<file path="src/fasc_pkg.sv">
// Purpose: Shared constants for the fault alarm and shutdown control block
// Assumes: 10 MHz system clock, byte-wide register port
// Notes: Offsets are the register port addresses
package fasc_pkg;
   // Register offsets
   localparam logic [7:0] FAULT_TARGET_MASK_A_OFS = 8'h05;
   localparam logic [7:0] FAULT_TARGET_MASK_B_OFS = 8'h06;
   localparam logic [7:0] FAULT_ALARM_STATUS_OFS = 8'h19;
   // Mask field positions
   localparam int EXT_ALARM_TWO_EN_BIT = 5;
   localparam int EXT_ALARM_ONE_EN_BIT = 4;
   localparam int CURRENT_ALARM_EN_BIT = 3;
   localparam int OPTICAL_ALARM_EN_BIT = 2;
   localparam int TEMPERATURE_ALARM_EN_BIT = 7;
   // Status field positions
   localparam int ST_OPTICAL_BIT = 0;
   localparam int ST_CURRENT_BIT = 1;
   localparam int ST_EXT_ONE_BIT = 2;
   localparam int ST_EXT_TWO_BIT = 3;
   localparam int ST_TEMPERATURE_BIT = 4;
   localparam int ALARM_COUNT = 5;
   // Values after reset
   localparam logic [7:0] MASK_A_RESET = 8'h00;
   localparam logic [7:0] MASK_B_RESET = 8'h00;
   localparam logic [7:0] STATUS_RESET = 8'h00;
   // Pin synchroniser depth
   localparam int SYNC_STAGES = 2;
   // Timing
   localparam int CLK_PERIOD_NS = 100;
   localparam int EXT_DETECT_NS = 1000;
   localparam int EXT_DETECT_CYCLES = (EXT_DETECT_NS / CLK_PERIOD_NS < 1) ? 1 :
                                      EXT_DETECT_NS / CLK_PERIOD_NS;
   // Selection of the spare DAC
   typedef enum logic {
      fasc_spare_current_one,
      fasc_spare_voltage
   } fasc_spare_type;
endpackage

</file>
<file path="src/fasc_sync.sv">
// Purpose: Multi-bit level synchroniser for asynchronous pins
// Assumes: Each bit is an independent level
// Notes: First stage is read only by the next stage
module fasc_sync #(
   parameter int WIDTH = 1,
   parameter int STAGES = 2
) (
   input wire logic clk,
   input wire logic rst_n,
   input wire logic [WIDTH-1:0] d,
   output logic [WIDTH-1:0] q
);
   logic [WIDTH-1:0] stage_r [STAGES];

   // Shift chain of flip-flops
   always_ff @(posedge clk or negedge rst_n) begin
      if (!rst_n) begin
         for (int i = 0; i < STAGES; i++) begin
            stage_r[i] <= '0;
         end
      end else begin
         stage_r[0] <= d;
         for (int i = 1; i < STAGES; i++) begin
            stage_r[i] <= stage_r[i-1];
         end
      end
   end

   assign q = stage_r[STAGES-1];
endmodule

</file>
<file path="src/fasc_top.sv">
// Purpose: Alarm collection, transmit-fault output and shutdown control
// Assumes: Alarm detectors are upstream; pins are asynchronous to clk
// Notes: Status bits clear on read; a new alarm in that cycle wins
// Overview of operation
// - Flag alarm one when pin differs from polarity
// - Shared pin is alarm two in allowed modes
// - Polarity 0 means high alarm, 1 low
// - Fault is OR of enabled alarms
// - Mask bit positions for each alarm
// - Detected alarm sets its status bit
// - SFP mode: fault latches and shuts down
// - SFP mode: disable request freezes fault level
// - Disable release clears latched fault
// - Adjustment mode blocks fault shutdown
// - Non-SFP mode: fault follows, no fault shutdown
// - Current alarm output inactive in shutdown
// - Disable pin high forces shutdown
// - SFP fault without disable shuts down
// - Current DACs float, voltage DAC clamped
// - Spare DAC exempt from shutdown
// - Feed-forward keeps updating in shutdown
// - Feedback held, reset after fault release
// - Alarm detection continues during shutdown
// - External alarm seen within one microsecond
module fasc_top (
   input wire logic clk,
   input wire logic rst_n,
   input wire logic tx_disable,
   input wire logic external_alarm_one,
   input wire logic modulation_control_pin,
   input wire logic optical_alarm,
   input wire logic current_alarm,
   input wire logic temperature_alarm,
   input wire logic ext_alarm_one_polarity,
   input wire logic ext_alarm_two_polarity,
   input wire logic power_leveling_one_enable,
   input wire logic sfp_support_select,
   input wire logic adjustment_mode,
   input wire fasc_pkg::fasc_spare_type spare_dac_assignment,
   input wire logic [7:0] reg_addr,
   input wire logic [7:0] reg_wdata,
   input wire logic reg_wr,
   input wire logic reg_rd,
   output logic [7:0] reg_rdata,
   output logic tx_fault,
   output logic shutdown,
   output logic current_alarm_out,
   output logic current_dac_one_hiz,
   output logic current_dac_two_hiz,
   output logic voltage_dac_clamp,
   output logic feed_forward_update,
   output logic feedback_hold,
   output logic feedback_reset
);
   logic [2:0] pins_s;
   logic dis_s;
   logic ext1_s;
   logic ext2_s;
   logic dis_d_r;
   logic [7:0] mask_a_r;
   logic [7:0] mask_b_r;
   logic [7:0] status_r;
   logic [7:0] status_nxt;
   logic [7:0] rdata_nxt;
   logic fault_latch_r;
   logic fault_latch_nxt;
   logic tx_fault_r;
   logic tx_fault_nxt;
   logic shutdown_r;
   logic shutdown_nxt;
   logic sfp_on;
   logic ext2_as_alarm;
   logic ext1_alarm;
   logic ext2_alarm;
   logic [4:0] alarms;
   logic [4:0] enables;
   logic fault_any;
   logic dis_release;
   logic fault_shutdown_r;

   // Pin synchronisers
   fasc_sync #(.WIDTH(3), .STAGES(fasc_pkg::SYNC_STAGES)) u_sync (
      .clk(clk),
      .rst_n(rst_n),
      .d({tx_disable, external_alarm_one, modulation_control_pin}),
      .q(pins_s)
   );

   // Alarm decode
   assign dis_s = pins_s[2];
   assign ext1_s = pins_s[1];
   assign ext2_s = pins_s[0];
   assign sfp_on = ~sfp_support_select;
   assign ext2_as_alarm = ~power_leveling_one_enable | sfp_on;
   assign ext1_alarm = ext1_s ^ ext_alarm_one_polarity;
   assign ext2_alarm = ext2_as_alarm & (ext2_s ^ ext_alarm_two_polarity);

   // Alarm vector in status bit order
   assign alarms[fasc_pkg::ST_OPTICAL_BIT] = optical_alarm;
   assign alarms[fasc_pkg::ST_CURRENT_BIT] = current_alarm;
   assign alarms[fasc_pkg::ST_EXT_ONE_BIT] = ext1_alarm;
   assign alarms[fasc_pkg::ST_EXT_TWO_BIT] = ext2_alarm;
   assign alarms[fasc_pkg::ST_TEMPERATURE_BIT] = temperature_alarm;

   // Fault target enables
   assign enables[fasc_pkg::ST_OPTICAL_BIT] = mask_a_r[fasc_pkg::OPTICAL_ALARM_EN_BIT];
   assign enables[fasc_pkg::ST_CURRENT_BIT] = mask_a_r[fasc_pkg::CURRENT_ALARM_EN_BIT];
   assign enables[fasc_pkg::ST_EXT_ONE_BIT] = mask_a_r[fasc_pkg::EXT_ALARM_ONE_EN_BIT];
   assign enables[fasc_pkg::ST_EXT_TWO_BIT] = mask_a_r[fasc_pkg::EXT_ALARM_TWO_EN_BIT];
   assign enables[fasc_pkg::ST_TEMPERATURE_BIT] =
      mask_b_r[fasc_pkg::TEMPERATURE_ALARM_EN_BIT];
   assign fault_any = |(alarms & enables);

   // Fault latch and shutdown decisions
   assign dis_release = dis_d_r & ~dis_s;
   assign fault_latch_nxt = dis_release ? 1'b0 :
                            dis_s ? fault_latch_r :
                            (fault_latch_r | fault_any);
   assign tx_fault_nxt = sfp_on ? fault_latch_nxt : fault_any;
   assign shutdown_nxt = dis_s | (sfp_on & fault_latch_nxt & ~adjustment_mode);

   // Status: alarm sets win over clear on read
   assign status_nxt = ((reg_rd && reg_addr == fasc_pkg::FAULT_ALARM_STATUS_OFS) ?
                        8'h00 : status_r) | {3'h0, alarms};

   // Read mux
   assign rdata_nxt = (reg_addr == fasc_pkg::FAULT_TARGET_MASK_A_OFS) ? mask_a_r :
                      (reg_addr == fasc_pkg::FAULT_TARGET_MASK_B_OFS) ? mask_b_r :
                      (reg_addr == fasc_pkg::FAULT_ALARM_STATUS_OFS) ? status_r : 8'h00;

   // Register file
   always_ff @(posedge clk or negedge rst_n) begin
      if (!rst_n) begin
         mask_a_r <= fasc_pkg::MASK_A_RESET;
         mask_b_r <= fasc_pkg::MASK_B_RESET;
         status_r <= fasc_pkg::STATUS_RESET;
         reg_rdata <= 8'h00;
      end else begin
         if (reg_wr && reg_addr == fasc_pkg::FAULT_TARGET_MASK_A_OFS) begin
            mask_a_r <= reg_wdata;
         end
         if (reg_wr && reg_addr == fasc_pkg::FAULT_TARGET_MASK_B_OFS) begin
            mask_b_r <= reg_wdata;
         end
         status_r <= status_nxt;
         if (reg_rd) begin
            reg_rdata <= rdata_nxt;
         end
      end
   end

   // Fault and shutdown state
   always_ff @(posedge clk or negedge rst_n) begin
      if (!rst_n) begin
         dis_d_r <= 1'b0;
         fault_latch_r <= 1'b0;
         tx_fault_r <= 1'b0;
         shutdown_r <= 1'b0;
         fault_shutdown_r <= 1'b0;
      end else begin
         dis_d_r <= dis_s;
         fault_latch_r <= sfp_on ? fault_latch_nxt : 1'b0;
         tx_fault_r <= tx_fault_nxt;
         shutdown_r <= shutdown_nxt;
         fault_shutdown_r <= dis_release ? 1'b0 :
                             (fault_shutdown_r | (sfp_on & fault_latch_nxt));
      end
   end

   // Outputs straight from flip-flops
   always_ff @(posedge clk or negedge rst_n) begin
      if (!rst_n) begin
         current_alarm_out <= 1'b0;
         current_dac_one_hiz <= 1'b0;
         current_dac_two_hiz <= 1'b0;
         voltage_dac_clamp <= 1'b0;
         feed_forward_update <= 1'b0;
         feedback_hold <= 1'b0;
         feedback_reset <= 1'b0;
      end else begin
         current_alarm_out <= current_alarm & ~shutdown_nxt;
         current_dac_one_hiz <= shutdown_nxt &
            (spare_dac_assignment != fasc_pkg::fasc_spare_current_one);
         current_dac_two_hiz <= shutdown_nxt;
         voltage_dac_clamp <= shutdown_nxt &
            (spare_dac_assignment != fasc_pkg::fasc_spare_voltage);
         feed_forward_update <= 1'b1;
         feedback_hold <= shutdown_nxt;
         feedback_reset <= dis_release & fault_shutdown_r;
      end
   end

   assign tx_fault = tx_fault_r;
   assign shutdown = shutdown_r;

   // Helper: cycles since a qualifying ext alarm one level appeared
   logic [7:0] ext1_wait_r;
   always_ff @(posedge clk or negedge rst_n) begin
      if (!rst_n) begin
         ext1_wait_r <= 8'h00;
      end else if ((external_alarm_one ^ ext_alarm_one_polarity) && !status_r[2]) begin
         ext1_wait_r <= (ext1_wait_r == 8'hFF) ? 8'hFF : ext1_wait_r + 8'h01;
      end else begin
         ext1_wait_r <= 8'h00;
      end
   end

   property p_ext_detect;
      @(posedge clk) disable iff (!rst_n)
      ext1_wait_r <= 8'(fasc_pkg::EXT_DETECT_CYCLES);
   endproperty
   a_ext_detect: assert property (p_ext_detect) else $error("ext alarm one too slow");

   property p_ext2_gate;
      @(posedge clk) disable iff (!rst_n)
      (power_leveling_one_enable && sfp_support_select && !ext1_alarm && !optical_alarm &&
       !current_alarm && !temperature_alarm) |=> !tx_fault;
   endproperty
   a_ext2_gate: assert property (p_ext2_gate) else $error("ext alarm two not gated");

   property p_status_set;
      @(posedge clk) disable iff (!rst_n)
      |alarms |=> ((status_r[4:0] & $past(alarms)) == $past(alarms));
   endproperty
   a_status_set: assert property (p_status_set) else $error("status bit not set");

   property p_follow;
      @(posedge clk) disable iff (!rst_n)
      sfp_support_select |=> (tx_fault == $past(fault_any));
   endproperty
   a_follow: assert property (p_follow) else $error("fault does not follow");

   property p_latch;
      @(posedge clk) disable iff (!rst_n)
      (!sfp_support_select && fault_any && !dis_s && !dis_d_r) ##1 !sfp_support_select
      |-> tx_fault;
   endproperty
   a_latch: assert property (p_latch) else $error("fault not latched");

   property p_freeze;
      @(posedge clk) disable iff (!rst_n)
      (!sfp_support_select && dis_s && dis_d_r) ##1 !sfp_support_select
      |-> tx_fault == $past(tx_fault);
   endproperty
   a_freeze: assert property (p_freeze) else $error("fault changed under disable");

   property p_release;
      @(posedge clk) disable iff (!rst_n)
      (!sfp_support_select && dis_d_r && !dis_s) |=> !tx_fault;
   endproperty
   a_release: assert property (p_release) else $error("release kept fault");

   property p_disable_sd;
      @(posedge clk) disable iff (!rst_n)
      dis_s |=> shutdown && current_dac_two_hiz && !current_alarm_out;
   endproperty
   a_disable_sd: assert property (p_disable_sd) else $error("disable not obeyed");

   property p_adjust;
      @(posedge clk) disable iff (!rst_n)
      (adjustment_mode && !dis_s) |=> !shutdown;
   endproperty
   a_adjust: assert property (p_adjust) else $error("fault shutdown in adjust");

   property p_spare;
      @(posedge clk) disable iff (!rst_n)
      (spare_dac_assignment == fasc_pkg::fasc_spare_voltage) |=> !voltage_dac_clamp;
   endproperty
   a_spare: assert property (p_spare) else $error("spare DAC shut down");

   property p_spare_one;
      @(posedge clk) disable iff (!rst_n)
      (spare_dac_assignment == fasc_pkg::fasc_spare_current_one) |=> !current_dac_one_hiz;
   endproperty
   a_spare_one: assert property (p_spare_one) else $error("spare current DAC floated");

   property p_clamp;
      @(posedge clk) disable iff (!rst_n)
      (dis_s && spare_dac_assignment == fasc_pkg::fasc_spare_current_one)
      |=> voltage_dac_clamp;
   endproperty
   a_clamp: assert property (p_clamp) else $error("voltage DAC not clamped");

   property p_fault_sd;
      @(posedge clk) disable iff (!rst_n)
      (!sfp_support_select && fault_latch_r && !dis_d_r && !adjustment_mode) |=> shutdown;
   endproperty
   a_fault_sd: assert property (p_fault_sd) else $error("latched fault no shutdown");

   property p_fb_pulse;
      @(posedge clk) disable iff (!rst_n)
      feedback_reset |=> !feedback_reset;
   endproperty
   a_fb_pulse: assert property (p_fb_pulse) else $error("feedback reset too long");

   property p_ff;
      @(posedge clk) disable iff (!rst_n)
      1'b1 |=> feed_forward_update;
   endproperty
   a_ff: assert property (p_ff) else $error("feed-forward update stopped");

   c_fault_sd: cover property (@(posedge clk) disable iff (!rst_n)
      !sfp_support_select && fault_any ##[1:3] shutdown);
   c_release: cover property (@(posedge clk) disable iff (!rst_n)
      tx_fault && !sfp_support_select ##[1:20] feedback_reset);
   c_follow: cover property (@(posedge clk) disable iff (!rst_n)
      sfp_support_select && tx_fault ##1 !tx_fault);
endmodule

</file>
<file path="config.mk">
export PLATFORM = sky130hd
export DESIGN_NAME = fasc_top
export DESIGN_NICKNAME = d
export VERILOG_FILES = /design/src/fasc_pkg.sv /design/src/fasc_sync.sv /design/src/fasc_top.sv
export SDC_FILE = /design/constraint.sdc
export NUM_CORES = 1
export LEC_CHECK = 0
export BUFFER_PORTS_ARGS = -buffer_cell sky130_fd_sc_hd__buf_2
export CAP_MARGIN = 20
export CELL_PAD_IN_SITES_DETAIL_PLACEMENT = 0
export CELL_PAD_IN_SITES_GLOBAL_PLACEMENT = 1
export CORE_AREA = 2 2 75 77
export CTS_CLUSTER_DIAMETER = 60
export DETAILED_ROUTE_END_ITERATION = 12
export DIE_AREA = 0 0 77 79
export GPL_TIMING_DRIVEN = 0
export MAX_ROUTING_LAYER = met4
export PLACE_DENSITY = 0.78
export SLEW_MARGIN = 40
export SYNTH_ARGS = -nofsm -noshare
export SYNTH_HDL_FRONTEND = slang
export SYNTH_SLANG_ARGS = --single-unit
</file>
<file path="constraint.sdc">
create_clock -name clk -period 1.3 [get_ports clk]
set_clock_uncertainty 0.15 [all_clocks]
set_input_delay 0.13 -clock clk [delete_from_list [all_inputs] [get_ports clk]]
set_output_delay 0.13 -clock clk [all_outputs]
set_load 0.05 [all_outputs]
</file>
==> results of run 1 <==
==> worst min path at each step <==
stage          slack [ns]  depth (start not counted)                   start                 to
2_1_floorplan       -0.32                          0                   rst_n  current_alarm_out
3_3_place_gp         0.09                          1  modulation_control_pin  u_sync.stage_r[3]
3_5_place_dp         0.01                          1                   rst_n        mask_b_r[6]
4_1_cts              0.02                          3      sfp_support_select           tx_fault
5_1_grt              0.03                          3      sfp_support_select           tx_fault
6_report             0.02                          3      sfp_support_select           tx_fault
==> sequential cells by signal, indices dropped and copies added, names as in the netlist <==
register	cells
u_sync.stage_r	3
feedback_reset	1
mask_a_r	8
reg_rdata	8
fault_latch_r	1
current_alarm_out	1
mask_b_r	8
tx_fault	1
feed_forward_update	1
current_dac_one_hiz	1
dis_d_r	1
u_sync.q	3
voltage_dac_clamp	1
current_dac_two_hiz	1
fault_shutdown_r	1
status_r	5
==> cell type report <==
type                       instances  area share [%]
buffer                             4           0.796
clock buffer                       7            3.05
clock inverter                     1            1.06
inverter                           1           0.133
multi-input combinational         98            32.1
sequential                        45            39.8
tap                               72            3.18
timing repair buffer              77            19.8
==> worst max-delay path: stages <==
cell and delay (ns):
buf_6 0.09, or4b_4 0.57, nor4_4 0.22, nand2_4 0.18, mux2_4 0.33
==> Yosys cell counts, types with 3 or more instances <==
master and n:
a21o_1 5, a21oi_1 11, a221oi_1 4, a22oi_1 3, dfrtp_1 45, mux2_2 8
mux2_4 8, nand2_1 9, nand2b_1 5, nor2_1 15, nor2b_1 3
==> where the power goes <==
group / switching, mW / internal [mW]
clock: 0.453 / 0.627
sequential: 0.0407 / 1.47
combinational: 0.302 / 0.221
==> through the flow <==
step / utilization, % / hold slack [ns] / std cells
floorplan: - / -0.316 / 148
global placement: 42.3 / 0.0878 / 267
detailed placement: 42.4 / 0.0123 / 267
CTS: 50.6 / 0.0198 / 298
global route: 53.0 / 0.0335 / 305
finish: 53.0 / 0.0240 / 305
==> what timing repair did <==
item | CTS | global route
endpoints found under the hold margin | 72 | 0
resized for setup | 20 | 17
buffers inserted | 6 | 7
pin swaps | 17 | 20
hold buffers | 17 | 0
setup endpoints to repair | 32 | 38
==> logic make-up after synthesis <==
family / synth area share [%]
mux: 11.1
xor+xnor: 0.922
buf+inv: 1.38
flops: 59.2
other cells: 0.197
simple gates: 16.1
compound gates: 11.1
==> per-layer routing <==
layer  wire (um)  GRT usage, %  part of all wire (%)  vias to the layer above
li1            -             -                     -                      697
met2        2370          25.9                    54                       28
met1        1860          17.7                    42                      744
met5           0             -                     0                        -
met3         163          3.64                   3.7                        5
met4          28          3.75                  0.63                        0
==> results.tsv, run 1 <==
metric	value	unit
max_freq	0.667	GHz
rsz0062_at_grt	true	
ys_ff_latch	45	
clockBufferDepth	2	
irDropWorstVdd	0.000691	V
ant_nets	0	
grt-ovfl-total	0	
crit_type	input port to flop	
viasPerCell	4.83	
design_area	0.00283	sq mm
final_common_cell	dfrtp_1	
gp_congestion	0.769	
drv_cap	0	
io_buffers	47	
yosysSeqAreaShare	59.2	%
cts_tree	built	
drt-pass1-iter-count	4	
grt_pass1_wl	6890	um
drtIter0Drc	55	
clock_sinks	45	
die-width	77	um
drive_gt1_share	49.8	%
die_h	79	um
worstMarginPinSlew	0.582	ns
num_vias	1474	
end_kind	flop	
track_usage	14.9	%
clockRootBuffer	clkbuf_8	
total_power	3.11	mW
synth_area_leaders	dfrtp_1 59%, mux2_4 6.3%, mux2_2 4.7%, nor2_1 3.0%, a21oi_1 2.9%	
area_growth	48.9	%
rows	27	
reg2reg_depth	4	
diodes	0	
yosys_warnings	0	
rrSetupSlack	-0.14	ns
crit_fanout	8	
layout.nets	264	
coreArea	0.00534	sq mm
h-tree-depth	2	
totalWireLength	4420	um
nFillCells	484	
p_per_area	1100	mW/mm^2
crit_start	reg_addr[6]	
setup_violations	32	
grt_max_degree	46	
hold_viol_final	0	
wl_per_cell	14.5	um
io_pins	49	
setup_tns	-3.37	ns
synth_area	0.00190	sq mm
final.min_clock_period	1.50	ns
numCtsBuffers	5	
cp.required	1.33	ns
fin_crit_sh	115	%
clk_pin_slew_worst_paths	0.08	ns
endpoint	mask_b_r[5]	
dp_hpwl	2850	um
most-common-layout-cells	45 x dfrtp_1, 40 x buf_2, 17 x dlygate4sd3_1, 15 x nor2_1, 13 x buf_4	
start_kind	input port	
synth_largest_area_cell	dfrtp_1	
die-area	0.00608	sq mm
netlist.area_leader.share	59.2	%
start_util	35.6	%
outcome	finished with violations	
slew_headroom	61.2	%
violations	setup timing	
setup_slack	-0.200	ns
avgSynthCellArea	12.8	sq um
synthArstFlopShare	100	%
synth_nets	180	
leakage	1.33	nW
reg2reg_to	fault_latch_r	
synth_ff_type	dfrtp_1	
placed_area	0.00226	sq mm
worstHoldPathType	input port to flop	
cp.arrival	1.53	ns
clk_latency	0.29	ns
synthCells	148	
post-place-ws	-0.547	ns
multi_input_area	910	sq um
reg2reg_from	u_sync.q[0]	
antenna_found_initial	0	
synth-edff-count	0	
regArea	0.00113	sq mm
synth_cell_types	38	
grt_pass1_vias	1505	
drv_slew	0	
route.detailed.drc	0	
(Power assumes the default switching activity.)
==> run 2: changes to the inputs <==
- CORE_AREA: 2 2 75 77 -> 2 2 72 74
- DIE_AREA: 0 0 77 79 -> 0 0 74 76
- PLACE_DENSITY: 0.78 -> 0.8
- clock period: 1.3 -> 1.5 ns (I/O delays scaled with it)
==> run 2 against run 1 <==
Compared with the run above:
- non-clock buffer count decreased by 10
- sequential share of layout area increased by 3.7 points
- the run now ends clean
- register-to-register slack improved by 0.18 ns
- critical path type unchanged
- setup slack improved by 0.20 ns
- flip-flop and latch count unchanged
- largest power group unchanged
- wire length decreased by 7.3%
- combinational power decreased by 23%
- largest cell class unchanged
- design area decreased by 8.4%
- highest routed layer unchanged
==> results.tsv, run 2 (same netlist as run 1, synthesis figures left out) <==
metric	value	unit
area_growth	36.3	%
grt-ovfl-total	0	
layout.nets	254	
wl_per_cell	14.0	um
grt_max_degree	46	
clockPowerShare	29.3	%
whs	0.0489	ns
num_vias	1398	
drv_slew	0	
diodes	0	
cp_slowest_stage_delay	0.57	ns
gp_congestion	0.738	
h-tree-depth	2	
cp.arrival	1.53	ns
drt-pass1-iter-count	4	
post-place-cells	265	
rows	26	
die-width	74	um
worstHoldPathType	input port to flop	
cp_cell_sequence	buf_6, or4b_4, nor4_4, nand2_4, mux2_4	
track_usage	15.9	%
crit_type	input port to flop	
leakage	1.24	nW
most-common-layout-cells	45 x dfrtp_1, 45 x buf_2, 17 x dlygate4sd3_1, 15 x nor2_1, 11 x a21oi_1	
clk_pin_slew_worst_paths	0.08	ns
final.min_clock_period	1.50	ns
fin_crit_sh	99.9	%
clockRootBuffer	clkbuf_8	
viasPerCell	4.77	
power.switching	0.666	mW
slew_headroom	63.2	%
total_power	2.42	mW
clockBufferDepth	2	
drive_gt1_share	41.3	%
rrSetupSlack	0.04	ns
cp_num_buf_inv	1	
dp_hpwl	2770	um
cp_top_family	simple AND/OR/NAND/NOR gates	
coreArea	0.00491	sq mm
route.detailed.drc	0	
totalWireLength	4100	um
layoutNonFillerInstCount	293	
slowest_stage	or4b_4	
cp.required	1.53	ns
outcome	complete, no violations	
rsz0062_at_grt	true	
numCtsBuffers	5	
antenna_found_initial	0	
start_kind	input port	
clock_sinks	45	
io_pins	49	
hold_viol_final	0	
start_util	38.7	%
die_h	76	um
die-area	0.00562	sq mm
drv_cap	0	
swShare	27.5	%
crit_fanout	8	
irDropWorstVdd	0.000499	V
worstMarginPinSlew	0.552	ns
cts_tree	built	
grt_pass1_vias	1397	
ant_nets	0	
reg_top3	mask_a_r x8, mask_b_r x8, reg_rdata x8	
setup_tns	0	ns
clk_latency	0.29	ns
seqPwrFrac	54.0	%
max_freq	0.668	GHz
io_buffers	47	
combPwrFrac	16.7	%
grt_pass1_wl	6730	um
p_int	1.75	mW
drtIter0Drc	95	
p_per_area	934	mW/mm^2
setup_violations	0	
end_kind	flop	
==> run 2: metal layers <==
layer / vias to the layer above / global-route usage (%) / wire length, um
li1: 675 / - / -
met1: 693 / 21.6 / 1900
met2: 28 / 24.6 / 2040
met3: 2 / 2.78 / 126
met4: 0 / 4.36 / 27
met5: - / - / 0
==> run 2: metrics by stage <==
stage | worst slack (ns) | area [sq um] | utilization (%)
6_report | 0.00214 | 2590 | 52.8
5_1_grt | -0.0287 | 2590 | 52.8
4_1_cts | -0.0230 | 2500 | 50.9
3_5_place_dp | -0.382 | 2240 | 45.5
3_3_place_gp | -0.355 | 2230 | 45.5
2_1_floorplan | -0.182 | 1910 | -
==> run 2: area by class of cell <==
type / count / area, sq um
well taps: 70 / 87.6
multi-input cells: 98 / 832
flip-flops and latches: 45 / 1130
fillers: 442 / 2320
repair buffers: 67 / 437
clock inverters: 2 / 10.0
plain buffers: 4 / 22.5
clock buffers: 6 / 72.6
inverters: 1 / 3.75
==> run 2: worst paths after layout <==
| path | end | cells past startpoint | start |
|---|---|---|---|
| worst max register to register | fault_shutdown_r | 4 | mask_a_r[3] |
| worst max-delay path | mask_b_r[6] | 5 | reg_addr[5] |
| max in group asynchronous | current_alarm_out | 2 | rst_n |
| min in group asynchronous | mask_b_r[0] | 2 | rst_n |
| worst min-delay path | status_r[3] | 3 | power_leveling_one_enable |
| worst min register to register | u_sync.q[0] | 0 | u_sync.stage_r[3] |
==> run 2: what timing repair did <==
action                                  CTS  global route
resized for setup                         3             9
endpoints found under the hold margin    72             2
endpoints found under the setup margin   10            26
hold buffers                             16             1
buffers inserted                          0             3
pin swaps                                 6             3
==> run 2: power groups by stage <==
stage / Sequential [mW] / Clock [mW] / Combinational, mW
final: 1.31 / 0.708 / 0.405
after global placement: 1.33 / 0 / 0.340
after global routing: 1.31 / 0.787 / 0.436
after CTS: 1.31 / 0.725 / 0.385
after floorplan: 1.42 / 0 / 0.122
after detailed placement: 1.33 / 0 / 0.346
==> run 2: tightest hold or removal path, delay by kind of cell <==
kind / cells / cell delay (ns)
buf+inv: 1 / 0.09
compound gates: 2 / 0.21
